==> config.mk <==
export PLATFORM = sky130hd
export DESIGN_NAME = ift_timer
export DESIGN_NICKNAME = d
export VERILOG_FILES = /design/src/design/ift_pkg.sv /design/src/design/ift_pulse_if.sv /design/src/design/ift_timer.sv /design/src/design/ift_pulse_gen.sv
export VERILOG_INCLUDE_DIRS = /design/src /design/src/design
export SDC_FILE = /design/constraint.sdc
export NUM_CORES = 1
export LEC_CHECK = 0
export BUFFER_PORTS_ARGS = -buffer_cell sky130_fd_sc_hd__buf_2
export CORE_MARGIN = 2
export CORE_UTILIZATION = 48
export DETAILED_ROUTE_END_ITERATION = 16
export PLACE_DENSITY = 0.63
export SLEW_MARGIN = 20
export SYNTH_ARGS = -nofsm -noshare
export SYNTH_HDL_FRONTEND = slang
export SYNTH_SLANG_ARGS = --single-unit
==> constraint.sdc <==
create_clock -name mclk -period 5.1 [get_ports mclk]
set_input_delay 0.255 -clock mclk [delete_from_list [all_inputs] [get_ports mclk]]
set_output_delay 0.255 -clock mclk [all_outputs]
set_load 0.02 [all_outputs]
==> src/design/ift_map.svh <==
// Constants for the interval flag timer
// Behaviour
// - Four selectable set rates: 10, 20, 50 and 100 Hz; 00 selects 100 ms.
// - All four pulses run continuously with fixed phase offsets; selection never restarts.
// - Select change: new pulse falling keeps flag; new pulse rising sets flag.
// - Reading the carry flag returns its value and clears it.
// - After power-on the flag is 0 and blocked until first read.
// - Chip enable high: reset applied at next selected pulse rise, flag set.
// - Program start is released on 10 Hz rise after power-on and chip-enable reset.
// - Flag 0 after power-on reset, 1 after chip-enable reset.
// - A read coinciding with pending chip-enable reset wins; reset waits one more rise.
// - Clock stop instruction sets the flag, as chip-enable reset does.
// - Flag is bit 0 of read-clear register 17H; other bits read 0.
// - Pulses are divided down from the system clock.
`ifndef IFT_MAP_SVH
`define IFT_MAP_SVH
`define IFT_CLK_HZ        50000000
`define IFT_BASE_US       5000
`define IFT_BASE_CYC      ((`IFT_CLK_HZ / 1000000) * `IFT_BASE_US)
`define IFT_PHASE_CNT     20
`define IFT_CARRY_ADDR    8'h17
`define IFT_SELECT_ADDR   8'h10
`define IFT_IRQ_STAT_ADDR 8'h11
`define IFT_IRQ_MASK_ADDR 8'h12
`define IFT_SEL_RST       2'h0
`define IFT_PH_100HZ      5'h00
`define IFT_PH_50HZ       5'h01
`define IFT_PH_20HZ       5'h02
`define IFT_PH_10HZ       5'h03
`define IFT_HALF_100HZ    5'h01
`define IFT_HALF_50HZ     5'h02
`define IFT_HALF_20HZ     5'h05
`define IFT_HALF_10HZ     5'h0A
`endif

==> src/design/ift_pkg.sv <==
// Types for the interval flag timer
package ift_pkg;
   typedef enum logic [1:0] {
      IFT_SEL_100MS = 2'b00,
      IFT_SEL_50MS  = 2'b01,
      IFT_SEL_20MS  = 2'b10,
      IFT_SEL_10MS  = 2'b11
   } ift_sel_e;
   typedef enum logic [1:0] {
      IFT_CE_IDLE = 2'b00,
      IFT_CE_WAIT = 2'b01,
      IFT_CE_HOLD = 2'b10
   } ift_ce_e;
endpackage : ift_pkg

==> src/design/ift_pulse_if.sv <==
// Bundle of the four running set pulses
`timescale 1ns/1ps
`default_nettype none
interface ift_pulse_if;
   logic [3:0] level;
   logic [3:0] rise;
   modport gen (output level, output rise);
   modport use_p (input level, input rise);
endinterface : ift_pulse_if
`default_nettype wire

==> src/design/ift_timer.sv <==
// Interval flag timer top: select, carry flag, chip-enable reset, interrupt
//
// The address-and-strobe port and the register addresses were chosen for this implementation.
`timescale 1ns/1ps
`default_nettype none
`include "ift_map.svh"
module ift_timer #(
   parameter int unsigned BASE_CYC = `IFT_BASE_CYC
) (
   input  wire logic       mclk,
   input  wire logic       rst_n,
   input  wire logic [7:0] reg_addr,
   input  wire logic [3:0] reg_wdata,
   input  wire logic       reg_wr,
   input  wire logic       reg_rd,
   output logic      [3:0] reg_rdata,
   input  wire logic       chip_enable,
   input  wire logic       clock_stop,
   output logic            ce_reset,
   output logic            exec_start,
   output logic            irq
);
   ift_pulse_if pulses ();

   ift_pulse_gen #(.BASE_CYC(BASE_CYC)) u_gen (
      .mclk   (mclk),
      .rst_n  (rst_n),
      .pulses (pulses.gen)
   );

   logic [1:0]       sel_ff;
   logic             carry_ff;
   logic             armed_ff;
   logic             sel_lvl_ff;
   logic [3:0]       rdata_ff;
   logic [1:0]       stat_ff;
   logic [1:0]       mask_ff;
   logic [2:0]       ce_sync_ff;
   logic             ce_lvl_ff;
   logic             ce_rst_ff;
   logic             start_ff;
   logic             booted_ff;
   ift_pkg::ift_ce_e ce_st_ff;
   ift_pkg::ift_ce_e nxt_ce_st;

   // Select bits: hi is bit 1, lo is bit 0
   wire       interval_select_hi = sel_ff[1];
   wire       interval_select_lo = sel_ff[0];

   function automatic logic pick(input logic [3:0] v, input logic hi, input logic lo);
      case ({hi, lo})
         ift_pkg::IFT_SEL_100MS: pick = v[3];
         ift_pkg::IFT_SEL_50MS:  pick = v[2];
         ift_pkg::IFT_SEL_20MS:  pick = v[1];
         ift_pkg::IFT_SEL_10MS:  pick = v[0];
         default:                pick = v[3];
      endcase
   endfunction : pick

   wire sel_lvl  = pick(pulses.level, interval_select_hi, interval_select_lo);
   // Rising edge of whichever pulse is selected now, including a switch from a low pulse
   // onto a high pulse; a switch onto a low pulse leaves the flag alone
   wire sel_rise = sel_lvl & ~sel_lvl_ff;
   wire rise_10  = pulses.rise[3];

   wire hit_carry = (reg_addr == `IFT_CARRY_ADDR);
   wire hit_sel   = (reg_addr == `IFT_SELECT_ADDR);
   wire hit_stat  = (reg_addr == `IFT_IRQ_STAT_ADDR);
   wire hit_mask  = (reg_addr == `IFT_IRQ_MASK_ADDR);
   // The read-clear access is the register read instruction of firmware
   wire register_read_instruction = reg_rd & hit_carry;

   // Chip-enable reset fires on a selected rise unless a flag read collides
   wire ce_fire = (ce_st_ff == ift_pkg::IFT_CE_WAIT) & sel_rise & ~register_read_instruction;
   // Flag sets on rise once armed; chip-enable reset and clock stop force it
   wire set_ev  = (sel_rise & armed_ff) | ce_fire | clock_stop;
   wire interval_carry_flag = carry_ff;

   always_comb begin
      nxt_ce_st = ce_st_ff;
      case (ce_st_ff)
         ift_pkg::IFT_CE_IDLE: if (ce_lvl_ff) nxt_ce_st = ift_pkg::IFT_CE_WAIT;
         ift_pkg::IFT_CE_WAIT: begin
            if (!ce_lvl_ff) nxt_ce_st = ift_pkg::IFT_CE_IDLE;
            else if (ce_fire) nxt_ce_st = ift_pkg::IFT_CE_HOLD;
         end
         ift_pkg::IFT_CE_HOLD: if (!ce_lvl_ff) nxt_ce_st = ift_pkg::IFT_CE_IDLE;
         default: nxt_ce_st = ift_pkg::IFT_CE_IDLE;
      endcase
   end

   // Pin input: three stages, level changes when last two agree
   always_ff @(posedge mclk or negedge rst_n) begin
      if (!rst_n) begin
         ce_sync_ff <= 3'h0;
         ce_lvl_ff  <= 1'b0;
      end else begin
         ce_sync_ff <= {ce_sync_ff[1:0], chip_enable};
         if (ce_sync_ff[2] == ce_sync_ff[1]) ce_lvl_ff <= ce_sync_ff[2];
      end
   end

   always_ff @(posedge mclk or negedge rst_n) begin
      if (!rst_n) begin
         sel_ff     <= `IFT_SEL_RST;
         sel_lvl_ff <= 1'b0;
         ce_st_ff   <= ift_pkg::IFT_CE_IDLE;
      end else begin
         if (reg_wr && hit_sel) sel_ff <= reg_wdata[1:0];
         sel_lvl_ff <= sel_lvl;
         ce_st_ff   <= nxt_ce_st;
      end
   end

   // Power-on reset clears the flag; it stays blocked until first read
   always_ff @(posedge mclk or negedge rst_n) begin
      if (!rst_n) begin
         carry_ff <= 1'b0;
         armed_ff <= 1'b0;
      end else begin
         if (register_read_instruction) armed_ff <= 1'b1;
         // Set wins over the read-clear so no rise is lost
         if (set_ev) carry_ff <= 1'b1;
         else if (register_read_instruction) carry_ff <= 1'b0;
      end
   end

   // Read data valid only in the cycle after the strobe; flag in bit 0
   always_ff @(posedge mclk or negedge rst_n) begin
      if (!rst_n) begin
         rdata_ff <= 4'h0;
      end else if (reg_rd) begin
         if (hit_carry)     rdata_ff <= {3'h0, interval_carry_flag};
         else if (hit_sel)  rdata_ff <= {2'h0, sel_ff};
         else if (hit_stat) rdata_ff <= {2'h0, stat_ff};
         else if (hit_mask) rdata_ff <= {2'h0, mask_ff};
         else               rdata_ff <= 4'h0;
      end else begin
         rdata_ff <= 4'h0;
      end
   end

   // Interrupt: bit 0 selected rise, bit 1 chip-enable reset; write one clears
   wire [1:0] ev = {ce_fire, sel_rise};
   always_ff @(posedge mclk or negedge rst_n) begin
      if (!rst_n) begin
         stat_ff <= 2'h0;
         mask_ff <= 2'h0;
      end else begin
         if (reg_wr && hit_mask) mask_ff <= reg_wdata[1:0];
         stat_ff <= ev | (stat_ff & ~((reg_wr && hit_stat) ? reg_wdata[1:0] : 2'h0));
      end
   end

   // Execution start pulse on 10 Hz rise after power-on or chip-enable reset
   always_ff @(posedge mclk or negedge rst_n) begin
      if (!rst_n) begin
         ce_rst_ff <= 1'b0;
         start_ff  <= 1'b0;
         booted_ff <= 1'b0;
      end else begin
         ce_rst_ff <= ce_fire;
         start_ff  <= 1'b0;
         if (ce_fire) begin
            booted_ff <= 1'b0;
         end else if (rise_10 && !booted_ff) begin
            booted_ff <= 1'b1;
            start_ff  <= 1'b1;
         end
      end
   end

   assign reg_rdata  = rdata_ff;
   assign ce_reset   = ce_rst_ff;
   assign exec_start = start_ff;
   assign irq        = |(stat_ff & mask_ff);
endmodule : ift_timer
`default_nettype wire

==> src/design/ift_pulse_gen.sv <==
// Divider producing four free-running square pulses
`timescale 1ns/1ps
`default_nettype none
`include "ift_map.svh"
module ift_pulse_gen #(
   parameter int unsigned BASE_CYC = `IFT_BASE_CYC
) (
   input  wire logic    mclk,
   input  wire logic    rst_n,
   ift_pulse_if.gen     pulses
);
   logic [31:0] base_cnt_ff;
   logic [4:0]  ph_ff;
   logic [3:0]  lvl_ff;
   logic [3:0]  nxt_lvl;
   wire         base_tick = (base_cnt_ff == BASE_CYC - 1);
   wire  [4:0]  nxt_ph    = (ph_ff == 5'(`IFT_PHASE_CNT - 1)) ? 5'h00 : ph_ff + 5'h01;

   // Half periods in 5 ms steps: 100 Hz 1, 50 Hz 2, 20 Hz 5, 10 Hz 10
   function automatic logic sq(input logic [4:0] p, input logic [4:0] half,
                               input logic [4:0] off);
      logic [5:0] s;
      s = 6'(p) + 6'(off);
      if (s >= 6'(`IFT_PHASE_CNT)) s = s - 6'(`IFT_PHASE_CNT);
      sq = ((s / 6'(half)) % 6'h02) == 6'h00;
   endfunction : sq

   // Fixed phase offsets keep 10 Hz and 50 Hz rises apart from those of the other rates
   assign nxt_lvl[0] = sq(nxt_ph, `IFT_HALF_100HZ, `IFT_PH_100HZ);
   assign nxt_lvl[1] = sq(nxt_ph, `IFT_HALF_50HZ, `IFT_PH_50HZ);
   assign nxt_lvl[2] = sq(nxt_ph, `IFT_HALF_20HZ, `IFT_PH_20HZ);
   assign nxt_lvl[3] = sq(nxt_ph, `IFT_HALF_10HZ, `IFT_PH_10HZ);

   always_ff @(posedge mclk or negedge rst_n) begin
      if (!rst_n) begin
         base_cnt_ff <= 32'h0;
         ph_ff       <= 5'h00;
         lvl_ff      <= 4'h0;
      end else if (base_tick) begin
         base_cnt_ff <= 32'h0;
         ph_ff       <= nxt_ph;
         lvl_ff      <= nxt_lvl;
      end else begin
         base_cnt_ff <= base_cnt_ff + 32'h1;
      end
   end

   assign pulses.level = lvl_ff;
   assign pulses.rise  = base_tick ? (nxt_lvl & ~lvl_ff) : 4'h0;
endmodule : ift_pulse_gen
`default_nettype wire

* Yosys cells after proc, flatten, opt, wreduce, memory -nomap -nowiden
Index checks and enable logic that the tools add are counted.
** Storage, ports and cells
- Output and inout port bits :: 7
- Bits in registers :: 63
- Bits of input ports :: 18
- Logic and storage cells :: 101
** Cells by class
- Div/mod/pow operators :: 2
- Bitwise operators :: 15
- Add/subtract/negate cells :: 9
- $lt $le $gt $ge :: 4
- Reduce and logical (&&, ||, !) cells :: 15
- Mux-type cells :: 25
- Equality and inequality tests :: 15
** Operator list (number)
- $add A32 B1 Y32 const B :: 1
- $eq A32 B18 Y1 const B :: 1
- $eq A8 B5 Y1 const B :: 4
- $mux W32 :: 1
- $logic_not A6 Y1 :: 4
- $mux W2 :: 10
- $ge A6 B5 Y1 const B :: 3
- $add A5 B2 Y6 const B :: 2
- $mux W6 :: 2
- $sub A6 B5 Y6 const B :: 2
- $mux W4 :: 2
- $mux W1 :: 7
- $add A5 B1 Y6 const B :: 1
- $div A6 B3 Y6 const B :: 1
- $div A6 B4 Y6 const B :: 1
- $eq A2 B2 Y1 const B :: 3
- $pmux W2 S3 :: 1
- $add A5 B1 Y5 const B :: 1
- $and A1 B1 Y1 :: 5
- $eq A5 B5 Y1 const B :: 1
- $ge A5 B5 Y1 const B :: 1
- $mux W5 :: 1
- $and A2 B2 Y2 :: 2
- $and A4 B4 Y4 :: 1
- 18 further kinds :: 27

* Logic depth before layout (Yosys ltp)
Gate-level depths: netlist (run 1).
- Word-level depth :: 12
- Gate-level depth with buffers :: 23
- Gate-level depth less buffers :: 22

* Modules after synthesis
From an unflattened synthesis (run 1), not the netlist that was laid out.
** Second synthesis, totals
- Cells, all modules :: 382
- Area total of the unflattened synthesis :: 3687.3 um^2
** Modules (own cells, without submodules)
- ift_pulse_gen :: cells each 309, area each 2796.4 um^2, seq. area each 1026.0 um^2, instances 1
- ift_timer :: cells each 73, area each 890.9 um^2, seq. area each 500.5 um^2, instances 1

* Worst setup path before layout (run 1)
No wires, ideal clock.
- Kind :: register -> register
- Start :: register u_gen.ph_ff[3]
- End :: register u_gen.lvl_ff[2], in the netlist u_gen.pulses.level[2]
- Stages on the path, launching flop included :: 21
- Library setup time :: 126 ps
- Buffers on the path :: 1
- Data required time :: 4974 ps
- Slack :: 857 ps
- Arrival :: 4117 ps
- Period minus slack after synthesis :: 4243 ps
- Cell sequence :: dfrtp_1 -> inv_2 -> ha_1 -> a21oi_2 -> mux2i_2 -> inv_2 -> ha_1 -> clkbuf_1 -> xnor2_1 -> ha_1 -> nand2_1 -> and3_1 -> a311o_1 -> a2bb2oi_1 -> nand2b_1 -> nor3b_1 -> ha_1 -> mux2_2 -> a21oi_1 -> o221a_2 -> o21ai_0
** Between the ends
- Longest elaborated chain between the ends :: 7
- Elaborated cells between the ends (all ways) :: 9
- Those cells by class :: 3 x add/sub; 1 x div; 1 x order compare; 1 x eq/ne; 2 x mux; 1 x reduce/logical
** RTL lines
- start: declaration :: RTL line ift_pulse_gen.sv:13 : logic [4:0] ph_ff;
- start signal: assignment :: RTL line ift_pulse_gen.sv:41 : ph_ff <= nxt_ph;
- $eq A5 B5 Y1 * :: RTL line ift_pulse_gen.sv:17 : wire [4:0] nxt_ph = (ph_ff == 5'(`IFT_PHASE_CNT - 1)) ? 5'h00 : ph_ff + 5'h01;
- $mux W5 * :: RTL line ift_pulse_gen.sv:17
- via u_gen.nxt_ph[2] :: RTL line ift_pulse_gen.sv:17
- $add A5 B2 Y6 * :: RTL line ift_pulse_gen.sv:23 : s = 6'(p) + 6'(off);
- $sub A6 B5 Y6 / $ge A6 B5 Y1 (equally long branches) :: RTL line ift_pulse_gen.sv:24 : if (s >= 6'(`IFT_PHASE_CNT)) s = s - 6'(`IFT_PHASE_CNT);
- $mux W6 * :: RTL line ift_pulse_gen.sv:24
- $div A6 B3 Y6 * :: RTL line ift_pulse_gen.sv:25 : sq = ((s / 6'(half)) % 6'h02) == 6'h00;
- $logic_not A6 Y1 * :: RTL line ift_pulse_gen.sv:25
- end signal: assignment :: RTL line ift_pulse_gen.sv:42 : lvl_ff <= nxt_lvl;
- end: declaration :: RTL line ift_pulse_gen.sv:14 : logic [3:0] lvl_ff;
Mark *: on every way through the listed nets, which the timed path passes. The rest lies on a longest branch.
A chain may end at the register's enable or synchronous reset.

* Worst setup path after layout (run 1)
- Start :: register u_gen.ph_ff[2]
- End :: register booted_ff
** Between the ends
- Longest elaborated chain between the ends :: 11
- Elaborated cells between the ends (all ways) :: 13
- Those cells by class :: 3 x add/sub; 1 x div; 1 x order compare; 1 x eq/ne; 3 x mux; 1 x bitwise; 3 x reduce/logical
** RTL lines
- $add A5 B1 Y5 / $eq A5 B5 Y1 (equally long branches) :: RTL line ift_pulse_gen.sv:17
- $mux W5 * :: RTL line ift_pulse_gen.sv:17
- $add A5 B2 Y6 * :: RTL line ift_pulse_gen.sv:23
- $sub A6 B5 Y6 / $ge A6 B5 Y1 (equally long branches) :: RTL line ift_pulse_gen.sv:24
- $mux W6 * :: RTL line ift_pulse_gen.sv:24
- $div A6 B4 Y6 * :: RTL line ift_pulse_gen.sv:25
- $logic_not A6 Y1 * :: RTL line ift_pulse_gen.sv:25
- $and A4 B4 Y4 * :: RTL line ift_pulse_gen.sv:49 : assign pulses.rise = base_tick ? (nxt_lvl & ~lvl_ff) : 4'h0;
- $mux W4 * :: RTL line ift_pulse_gen.sv:49
- $logic_and A1 B1 Y1 * :: RTL line ift_timer.sv:166 : end else if (rise_10 && !booted_ff) begin
- $reduce_bool A2 Y1 (no source line) *
- end signal: assignment :: RTL line ift_timer.sv:160 : booted_ff <= 1'b0;
- end signal: assignment :: RTL line ift_timer.sv:165 : booted_ff <= 1'b0;
- end signal: assignment :: RTL line ift_timer.sv:167 : booted_ff <= 1'b1;
- end: declaration :: RTL line ift_timer.sv:42 : logic booted_ff;
Every way passes the cells marked *; elsewhere a longest branch is shown, timed or not.

==> results.json, run 1 <==
{
  "powerDensity_nw_per_um2": 239,
  "ant_nets": 0,
  "grt_pass1_vias": 2777,
  "initial_utilization": 0.503,
  "p_leak_nw": 1.90,
  "cp_data_required_time_ns": 5.36,
  "io_buffers": 20,
  "rsz0062_at_grt": "no",
  "crit_path_start_kind": "flip-flop",
  "cts_buffer_depth": 2,
  "fin_ws_ns": 0.399,
  "hold_class": "primary input to flip-flop",
  "cts_buffers": 9,
  "seq_area_frac_synth": 0.414,
  "viasPerCell": 5.69,
  "num_vias": 2949,
  "dp_slack_ns": 0.377,
  "avgSynthCellArea_um2": 9.54,
  "finalMaxSlewViolations": 0,
  "tightest_slew_ns": 0.752,
  "synth_area_um2": 3690,
  "finalCriticalPeriod_ns": 4.70,
  "crit_path_frequent_cell": "ha_1",
  "min_period_over_period": 0.922,
  "ys_seq_elements": 61,
  "worst-setup-path-type": "flip-flop to flip-flop",
  "rows": 31,
  "routed_wirelength_mm": 7.43,
  "synth_cells": 387,
  "synth_top_area_cell": "dfrtp_1",
  "coreArea_um2": 7330,
  "setup_violations": 0,
  "clk_pin_slew_ns": 0.07,
  "cts_setup_buffers": 0,
  "tns_ns": 0,
  "root_buffer": "clkbuf_8",
  "gr-total-overflow": 0,
  "synth_cell_types": 65,
  "die_x_um": 91.7,
  "die_y_um": 91.7,
  "outcome": "finished clean",
  "drc_errors": 0,
  "maxSlewHeadroom": 0.499,
  "insertion_delay_ns": 0.34,
  "crit_slowest_cell": "or4b_1",
  "synth_edf_count": 0,
  "syn_to_final_growth_pct": 12.3,
  "yosysWarnings": 0,
  "synth_most_common_cell": "dfrtp_1",
  "ir_drop_v": 0.000237,
  "grt_max_degree": 62,
  "detail_route.wl_per_cell_um": 14.4,
  "synthTopCellsByCount": "dfrtp_1, nand2_1, nor2_1",
  "drive_gt1_frac": 0.146,
  "grt_pass1_wl_mm": 13.1,
  "final_nets": 449,
  "async_flop_share": 1.00,
  "cap_violations": 0,
  "clock_sink_count": 61,
  "synth_area_leaders": "dfrtp_1, ha_1, xnor2_1",
  "firstDrtPassIters": 4,
  "path_buf_inv": 3,
  "finalClockSkew_ns": 0.0127,
  "hold_violations": 0,
  "htreeDepth": 3,
  "die_area_um2": 8410,
  "drt_iter0_drc": 148,
  "track_usage": 0.189,
  "routabilityCongestion": 0.825,
  "max_freq_ghz": 0.213,
  "max_stage_delay_ns": 0.62,
  "crit_fanout": 9,
  "cts_tree": "done",
  "antenna_cells": 0,
  "path_cells": "inv_1 > ha_1 > nand3_1 > nand2_1 > ha_1 > xnor2_2 > inv_1 > ha_1 > nand2_1 > a31o_1 > a221o_1 > ha_1 > inv_1 > a211oi_1 > a221oi_2 > a41oi_1 > or4b_1 > a21oi_1",
  "place_hpwl_mm": 5.50,
  "critPathArrivalTime_ns": 4.96,
  "antenna_found_initial": 0,
  "end_kind": "flip-flop",
  "crit_family": "compound AO/OA/AOI/OAI gates",
  "pin_count": 25,
  "synth_top_area_frac": 0.414,
  "synth_flop_cell": "dfrtp_1"
}
-- worst paths after layout --
path	startpoint	slack [ns]	cells after the start	endpoint
max in group asynchronous	rst_n	4.52	2	u_gen.ph_ff[0]
setup reg to reg	u_gen.ph_ff[2]	0.40	18	booted_ff
min in group asynchronous	rst_n	0.06	2	reg_rdata[1]
hold / removal	chip_enable	0.03	1	ce_sync_ff[0]
hold reg to reg	ce_sync_ff[0]	0.36	0	ce_sync_ff[1]
setup / recovery	u_gen.ph_ff[2]	0.40	18	booted_ff
-- metrics by stage --
| step | instances | utilization | total power, mW | cell area (um2) | hold slack, ns |
|---|---|---|---|---|---|
| final | 518 | 0.565 | 0.991 | 4140 | 0.0328 |
| after global routing | 518 | 0.565 | 1.03 | 4140 | 0.0176 |
| after CTS | 518 | 0.563 | 1.00 | 4130 | 0.0169 |
| after detailed placement | 502 | 0.533 | 0.527 | 3900 | 0.352 |
| after global placement | 502 | 0.533 | 0.526 | 3900 | 0.334 |
| after floorplan | 388 | - | 0.510 | 3690 | -0.0406 |
-- state kept, by name, summed over array words and instances (netlist names) --
| signal | flops |
|---|---|
| u_gen.base_cnt_ff | 32 |
| u_gen.ph_ff | 5 |
| u_gen.pulses.level | 4 |
| ce_sync_ff | 3 |
| ce_st_ff | 2 |
| mask_ff | 2 |
| reg_rdata | 2 |
| sel_ff | 2 |
| stat_ff | 2 |
| armed_ff | 1 |
| booted_ff | 1 |
| carry_ff | 1 |
| ce_lvl_ff | 1 |
| ce_reset | 1 |
| exec_start | 1 |
| sel_lvl_ff | 1 |
-- cell usage in the layout (no fill, tap or decap), drive strengths merged, types with 4 or more instances in the layout --
| cell | Yosys | layout |
|---|---|---|
| a21o | 7 | 7 |
| a21oi | 10 | 10 |
| a31oi | 6 | 6 |
| and3 | 10 | 10 |
| buf | 4 | 26 |
| clkbuf | 7 | 9 |
| dfrtp | 61 | 61 |
| ha | 17 | 17 |
| inv | 16 | 17 |
| mux2 | 5 | 5 |
| mux2i | 4 | 4 |
| nand2 | 36 | 36 |
| nand2b | 7 | 7 |
| nand3 | 26 | 26 |
| nand4 | 15 | 15 |
| nor2 | 29 | 29 |
| nor2b | 4 | 4 |
| nor3 | 12 | 12 |
| nor4 | 7 | 7 |
| o21ai | 16 | 16 |
| xnor2 | 20 | 20 |
| xor2 | 15 | 15 |
-- timing repair --
| item | 4_1_cts | 5_1_grt |
|---|---|---|
| hold buffers | 0 | 0 |
| setup endpoints to repair | 0 | 2 |
| resized for setup | 0 | 3 |
-- layout make-up --
cell class / instances / area (um2)
tap: 99 / 124
sequential: 61 / 1530
inverter: 16 / 60.1
multi-input combinational: 300 / 2070
clock inverter: 7 / 98.8
timing repair buffer: 26 / 145
clock buffer: 9 / 124
fill: 637 / 3190
-- per-layer routing --
layer  GRT usage  part of all wire
met5           0                 0
met4      0.0522             0.010
met3      0.0411             0.043
met2       0.287              0.45
met1       0.275              0.50
-- where the power goes --
group	internal, mW	switching [mW]
clock	0.277	0.197
combinational	0.00869	0.0162
sequential	0.488	0.00317
-- worst reg2reg max path, cell delays in order (launching register included) --
cell	delay (ns)
dfrtp_1	0.54
inv_1	0.08
ha_1	0.26
nand3_1	0.12
nand2_1	0.23
ha_1	0.37
xnor2_2	0.21
inv_1	0.11
ha_1	0.26
nand2_1	0.21
a31o_1	0.27
a221o_1	0.43
ha_1	0.32
inv_1	0.06
a211oi_1	0.05
a221oi_2	0.23
a41oi_1	0.08
or4b_1	0.62
a21oi_1	0.18
-- kinds of logic after synthesis --
group	Yosys count	synth area share
other	1	0.00102
adder cells (fa/ha/maj)	18	0.0603
AND/OR/NAND/NOR	165	0.233
multiplexers	10	0.0332
AO/OA/AOI/OAI	70	0.136
XOR/XNOR	35	0.0902
flip-flops	61	0.414
buffers and inverters	27	0.0325
Power figures use the tool's default switching activity.
==> inputs of run 2 (changes only) <==
Settings changed: ABC_AREA set to 1, PLACE_DENSITY 0.63 to 0.62, SKIP_CTS_REPAIR_TIMING set to 1.
==> results.json, run 2 <==
{
  "drive_gt1_frac": 0.151,
  "max_stage_delay_ns": 0.44,
  "synth_top_area_cell": "dfrtp_1",
  "cts_tree": "done",
  "synthAdderAreaFrac": 0.0565,
  "finalMaxSlewViolations": 0,
  "track_usage": 0.182,
  "viasPerCell": 4.90,
  "outcome": "finished clean",
  "gr-total-overflow": 0,
  "routabilityCongestion": 0.848,
  "firstDrtPassIters": 4,
  "clk_pin_slew_ns": 0.06,
  "die_y_um": 94.6,
  "synth_top_family_by_area": "simple AND/OR/NAND/NOR gates",
  "finalCriticalPeriod_ns": 3.82,
  "synthTopCellsByCount": "inv_1, nand2_1, dfrtp_1",
  "layout_commonest_cell": "inv_1",
  "num_vias": 3116,
  "cp_data_required_time_ns": 5.32,
  "async_flop_share": 1.00,
  "die_x_um": 94.6,
  "clock_sink_count": 61,
  "yosys.area_share.simple": 0.301,
  "insertion_delay_ns": 0.33,
  "antenna_found_initial": 0,
  "powerDensity_nw_per_um2": 216,
  "grt_pass1_wl_mm": 13.1,
  "end_kind": "flip-flop",
  "ff2ff_path_depth": 24,
  "setup_violations": 0,
  "grt_max_degree": 62,
  "cap_violations": 0,
  "synth_most_common_cell": "inv_1",
  "max_freq_ghz": 0.262,
  "synth_top_area_frac": 0.387,
  "crit_path_start_kind": "flip-flop",
  "routed_wirelength_mm": 7.36,
  "total_power_uw": 943,
  "seq_area_frac_synth": 0.387,
  "ant_nets": 0,
  "cp.depth": 24,
  "grt_pass1_vias": 3005,
  "initial_utilization": 0.487,
  "cts_buffer_depth": 2,
  "crit_fanout": 9,
  "drt_iter0_drc": 140,
  "regMostFlops": "u_gen.base_cnt_ff",
  "synth_cells": 497,
  "cts_buffers": 9,
  "hold_class": "primary input to flip-flop",
  "crit_family": "simple AND/OR/NAND/NOR gates",
  "avgSynthCellArea_um2": 7.93,
  "root_buffer": "clkbuf_8",
  "maxSlewHeadroom": 0.496,
  "crit_path_frequent_cell": "nand2_4",
  "worst-setup-path-type": "flip-flop to flip-flop",
  "crit_slowest_cell": "dfrtp_1",
  "rsz0062_at_grt": "no",
  "hold_depth": 1,
  "die_area_um2": 8950,
  "finalClockSkew_ns": 0.00918,
  "p_leak_nw": 2.33,
  "synth_compound_area_frac": 0.0930,
  "synth_area_leaders": "dfrtp_1, inv_1, nand2_1",
  "synthMuxAreaShare": 0,
  "synth_flop_cell": "dfrtp_1",
  "final_nets": 562,
  "min_period_over_period": 0.749,
  "coreArea_um2": 8090,
  "synth_xor_area_frac": 0.0533,
  "critPathArrivalTime_ns": 4.04,
  "tns_ns": 0,
  "pin_count": 25,
  "syn_to_final_growth_pct": 10.6,
  "detail_route.wl_per_cell_um": 11.6,
  "tightest_slew_ns": 0.755,
  "synth_edf_count": 0,
  "hold_violations": 0,
  "rows": 33,
  "drc_errors": 0,
  "largest_register_ffs": 32,
  "synth_area_um2": 3940,
  "ir_drop_v": 0.0000848,
  "antenna_cells": 0,
  "place_hpwl_mm": 5.57,
  "path_cells": "ha_1 > nand3_2 > nand2_2 > inv_2 > ha_1 > nand3_1 > nand2_4 > ha_1 > nand2_1 > nand3_2 > nand2_4 > nand2_8 > nand2_4 > nand2_4 > a21boi_4 > nand2_4 > nand3_2 > nand2_2 > ha_1 > o21ai_0 > o21ai_0 > a21oi_1 > nand2_1 > nand2_1",
  "mostFrequentLayoutCells": "inv_1, nand2_1, dfrtp_1",
  "io_buffers": 20,
  "ys_seq_elements": 61,
  "path_buf_inv": 1,
  "htreeDepth": 3,
  "synth_cell_types": 51,
  "yosysWarnings": 0
}
[run 2: cell count changes after synthesis, sizes merged, moves of 4 or more]
cell    delta
inv       +91
nand2     +74
xnor2     -17
o21ai     +13
nor4      +10
and3       -9
nand2b     -7
a21o       -6
nand3      +6
clkbuf     -5
mux2       -5
a31oi      -4
mux2i      -4
nor2b      -4
[run 2: area by class of cell]
class	count	area, um2
fillers	809	3730
clock inverters	3	46.3
inverters	108	405
repair buffers	22	115
well taps	105	131
clock buffers	12	145
multi-input cells	325	1990
flip-flops and latches	61	1530
[run 2: final timing paths]
check	startpoint	endpoint	slack, ns
setup / recovery	u_gen.ph_ff[0]	u_gen.pulses.level[2]	1.28
hold / removal	chip_enable	ce_sync_ff[0]	0.03
setup reg to reg	u_gen.ph_ff[0]	u_gen.pulses.level[2]	1.28
hold reg to reg	ce_sync_ff[0]	ce_sync_ff[1]	0.36
max in group asynchronous	rst_n	u_gen.base_cnt_ff[15]	4.53
min in group asynchronous	rst_n	u_gen.base_cnt_ff[31]	0.06
[run 2: per-layer routing]
metal / wire length, um / share of wire / track usage
met4: 57 / 0.0077 / 0.0833
met2: 3330 / 0.45 / 0.288
met3: 224 / 0.030 / 0.0271
met1: 3750 / 0.51 / 0.247
met5: 0 / 0 / 0
[run 2: through the flow]
stage | instances | util | setup slack [ns] | hold WS, ns | area, um2
finish | 636 | 0.539 | 1.28 | 0.0302 | 4360
global route | 636 | 0.539 | 0.862 | 0.0167 | 4360
CTS | 636 | 0.539 | 1.26 | 0.0114 | 4360
detailed placement | 621 | 0.515 | 1.28 | 0.342 | 4170
global placement | 621 | 0.515 | 1.35 | 0.345 | 4170
floorplan | 498 | - | 1.70 | -0.0406 | 3950
[run 2: where the power goes]
part	switching, mW	internal [mW]	total, mW
registers	0.00296	0.490	0.493
clock network	0.181	0.238	0.418
logic	0.0217	0.00980	0.0315
[run 2: logic make-up (layout without fill, tap and decap cells)]
family,after synthesis,count (layout)
AND/OR/NAND/NOR,228,228
buffers and inverters,112,145
AO/OA/AOI/OAI,56,56
other,1,2
adder cells (fa/ha/maj),18,18
flip-flops,61,61
XOR/XNOR,21,21
==> inputs of run 3 (changes only) <==
Clock period 5.1 ns to 3.54 ns, I/O delays scaled along.
==> results.json, run 3 (same netlist as run 2, synthesis figures left out) <==
{
  "routed_wirelength_mm": 7.73,
  "drt_iter0_drc": 124,
  "regToRegEndpoint": "exec_start",
  "rows": 33,
  "mostFrequentLayoutCells": "inv_1, nand2_1, dfrtp_1",
  "ant_nets": 0,
  "antenna_cells": 0,
  "ff2ff_setup_slack_ns": 0.28,
  "instances_no_fill": 654,
  "clk_pin_slew_ns": 0.07,
  "final_nets": 579,
  "crit_fanout": 5,
  "root_buffer": "clkbuf_8",
  "finalMaxSlewViolations": 0,
  "cts_buffers": 9,
  "insertion_delay_ns": 0.34,
  "pin_count": 25,
  "grt_max_degree": 48,
  "regMostFlops": "u_gen.base_cnt_ff",
  "hold_class": "primary input to flip-flop",
  "drive_gt1_frac": 0.199,
  "powerDensity_nw_per_um2": 335,
  "firstDrtPassIters": 4,
  "viasPerCell": 4.95,
  "outcome": "finished clean",
  "clock_sink_count": 61,
  "switching_share": 0.196,
  "worst-setup-path-type": "flip-flop to flip-flop",
  "cap_violations": 0,
  "min_to": "carry_ff",
  "p_comb_frac": 0.031,
  "num_vias": 3238,
  "cts_tree": "done",
  "final_area_um2": 4630,
  "htreeDepth": 3,
  "fin_ws_ns": 0.275,
  "p_switching_uw": 304,
  "finalClockSkew_ns": 0.00752,
  "coreArea_um2": 8090,
  "total_power_mw": 1.55,
  "syn_to_final_growth_pct": 17.4,
  "hold_violations": 0,
  "hold_depth": 3,
  "die_area_um2": 8950,
  "ir_drop_v": 0.000206,
  "detail_route.wl_per_cell_um": 11.8,
  "min_period_over_period": 0.922,
  "hold_slack_ns": 0.0629,
  "tns_ns": 0,
  "max_stage_delay_ns": 0.44,
  "path_cells": "inv_2 > ha_2 > nand3_4 > buf_4 > nand2_1 > ha_1 > xor2_1 > inv_1 > ha_1 > nand2_1 > nand2_2 > nand2_4 > nand2_1 > o21ai_4 > ha_1 > or2_1 > nand2_1 > o21a_2 > nand3_2 > nor2_2",
  "maxSlewHeadroom": 0.602,
  "place_hpwl_mm": 5.75,
  "ff2ff_path_depth": 20,
  "crit_path_start_kind": "flip-flop",
  "tightest_slew_ns": 0.598,
  "die_x_um": 94.6,
  "track_usage": 0.184,
  "cp_data_required_time_ns": 3.81,
  "antenna_found_initial": 0,
  "io_buffers": 20,
  "r2r-start": "u_gen.ph_ff[3]",
  "placed_area_um2": 4260,
  "p_int_mw": 1.25,
  "crit_family": "simple AND/OR/NAND/NOR gates",
  "power_frac_seq": 0.458,
  "crit_path_frequent_cell": "nand2_1",
  "cts_buffer_depth": 2,
  "initial_utilization": 0.487,
  "grt_pass1_vias": 2998,
  "routabilityCongestion": 0.868,
  "critPathArrivalTime_ns": 3.54,
  "grt_pass1_wl_mm": 13.2,
  "drc_errors": 0,
  "gr-total-overflow": 0,
  "die_y_um": 94.6,
  "post-route-util": 0.572,
  "dpl.cell_count": 633,
  "path_buf_inv": 3,
  "setup_violations": 0,
  "finalCriticalPeriod_ns": 3.26,
  "crit_slowest_cell": "dfrtp_2",
  "max_freq_ghz": 0.306,
  "cp.depth": 20,
  "pwr-share-clk": 0.511,
  "dp_slack_ns": 0.0542,
  "p_leak_nw": 2.43,
  "end_kind": "flip-flop",
  "hold_start": "clock_stop",
  "largest_register_ffs": 32,
  "layout_commonest_cell": "inv_1"
}
## run 3: worst max path at each step
stage,start,endpoint
2_1_floorplan,u_gen.ph_ff[0],u_gen.pulses.level[2]
3_3_place_gp,u_gen.ph_ff[1],u_gen.pulses.level[2]
3_5_place_dp,u_gen.ph_ff[3],u_gen.pulses.level[2]
4_1_cts,u_gen.ph_ff[3],u_gen.pulses.level[2]
5_1_grt,u_gen.ph_ff[3],u_gen.pulses.level[2]
6_report,u_gen.ph_ff[3],exec_start
## run 3: power groups by stage
stage | sequential, mW | clock, mW | combinational (mW)
floorplan | 0.722 | 0 | 0.0198
global placement | 0.723 | 0 | 0.0466
detailed placement | 0.723 | 0 | 0.0479
CTS | 0.710 | 0.806 | 0.0482
global route | 0.710 | 0.837 | 0.0563
finish | 0.710 | 0.793 | 0.0484
## run 3: tightest hold or removal path: stages
cell and delay [ns]:
buf_2 0.08, a21oi_1 0.03, o211ai_1 0.07
## run 3: layout make-up
class,instances,area (um2)
fillers,790,3460
repair buffers,39,250
multi-input cells,325,2050
clock buffers,13,169
flip-flops and latches,61,1530
inverters,108,405
well taps,105,131
clock inverters,3,90.1
## run 3: routing by layer
| metal | routed length [um] | global-route usage |
|---|---|---|
| met5 | 0 | 0 |
| met4 | 110 | 0.0737 |
| met3 | 210 | 0.0311 |
| met2 | 3670 | 0.293 |
| met1 | 3740 | 0.249 |
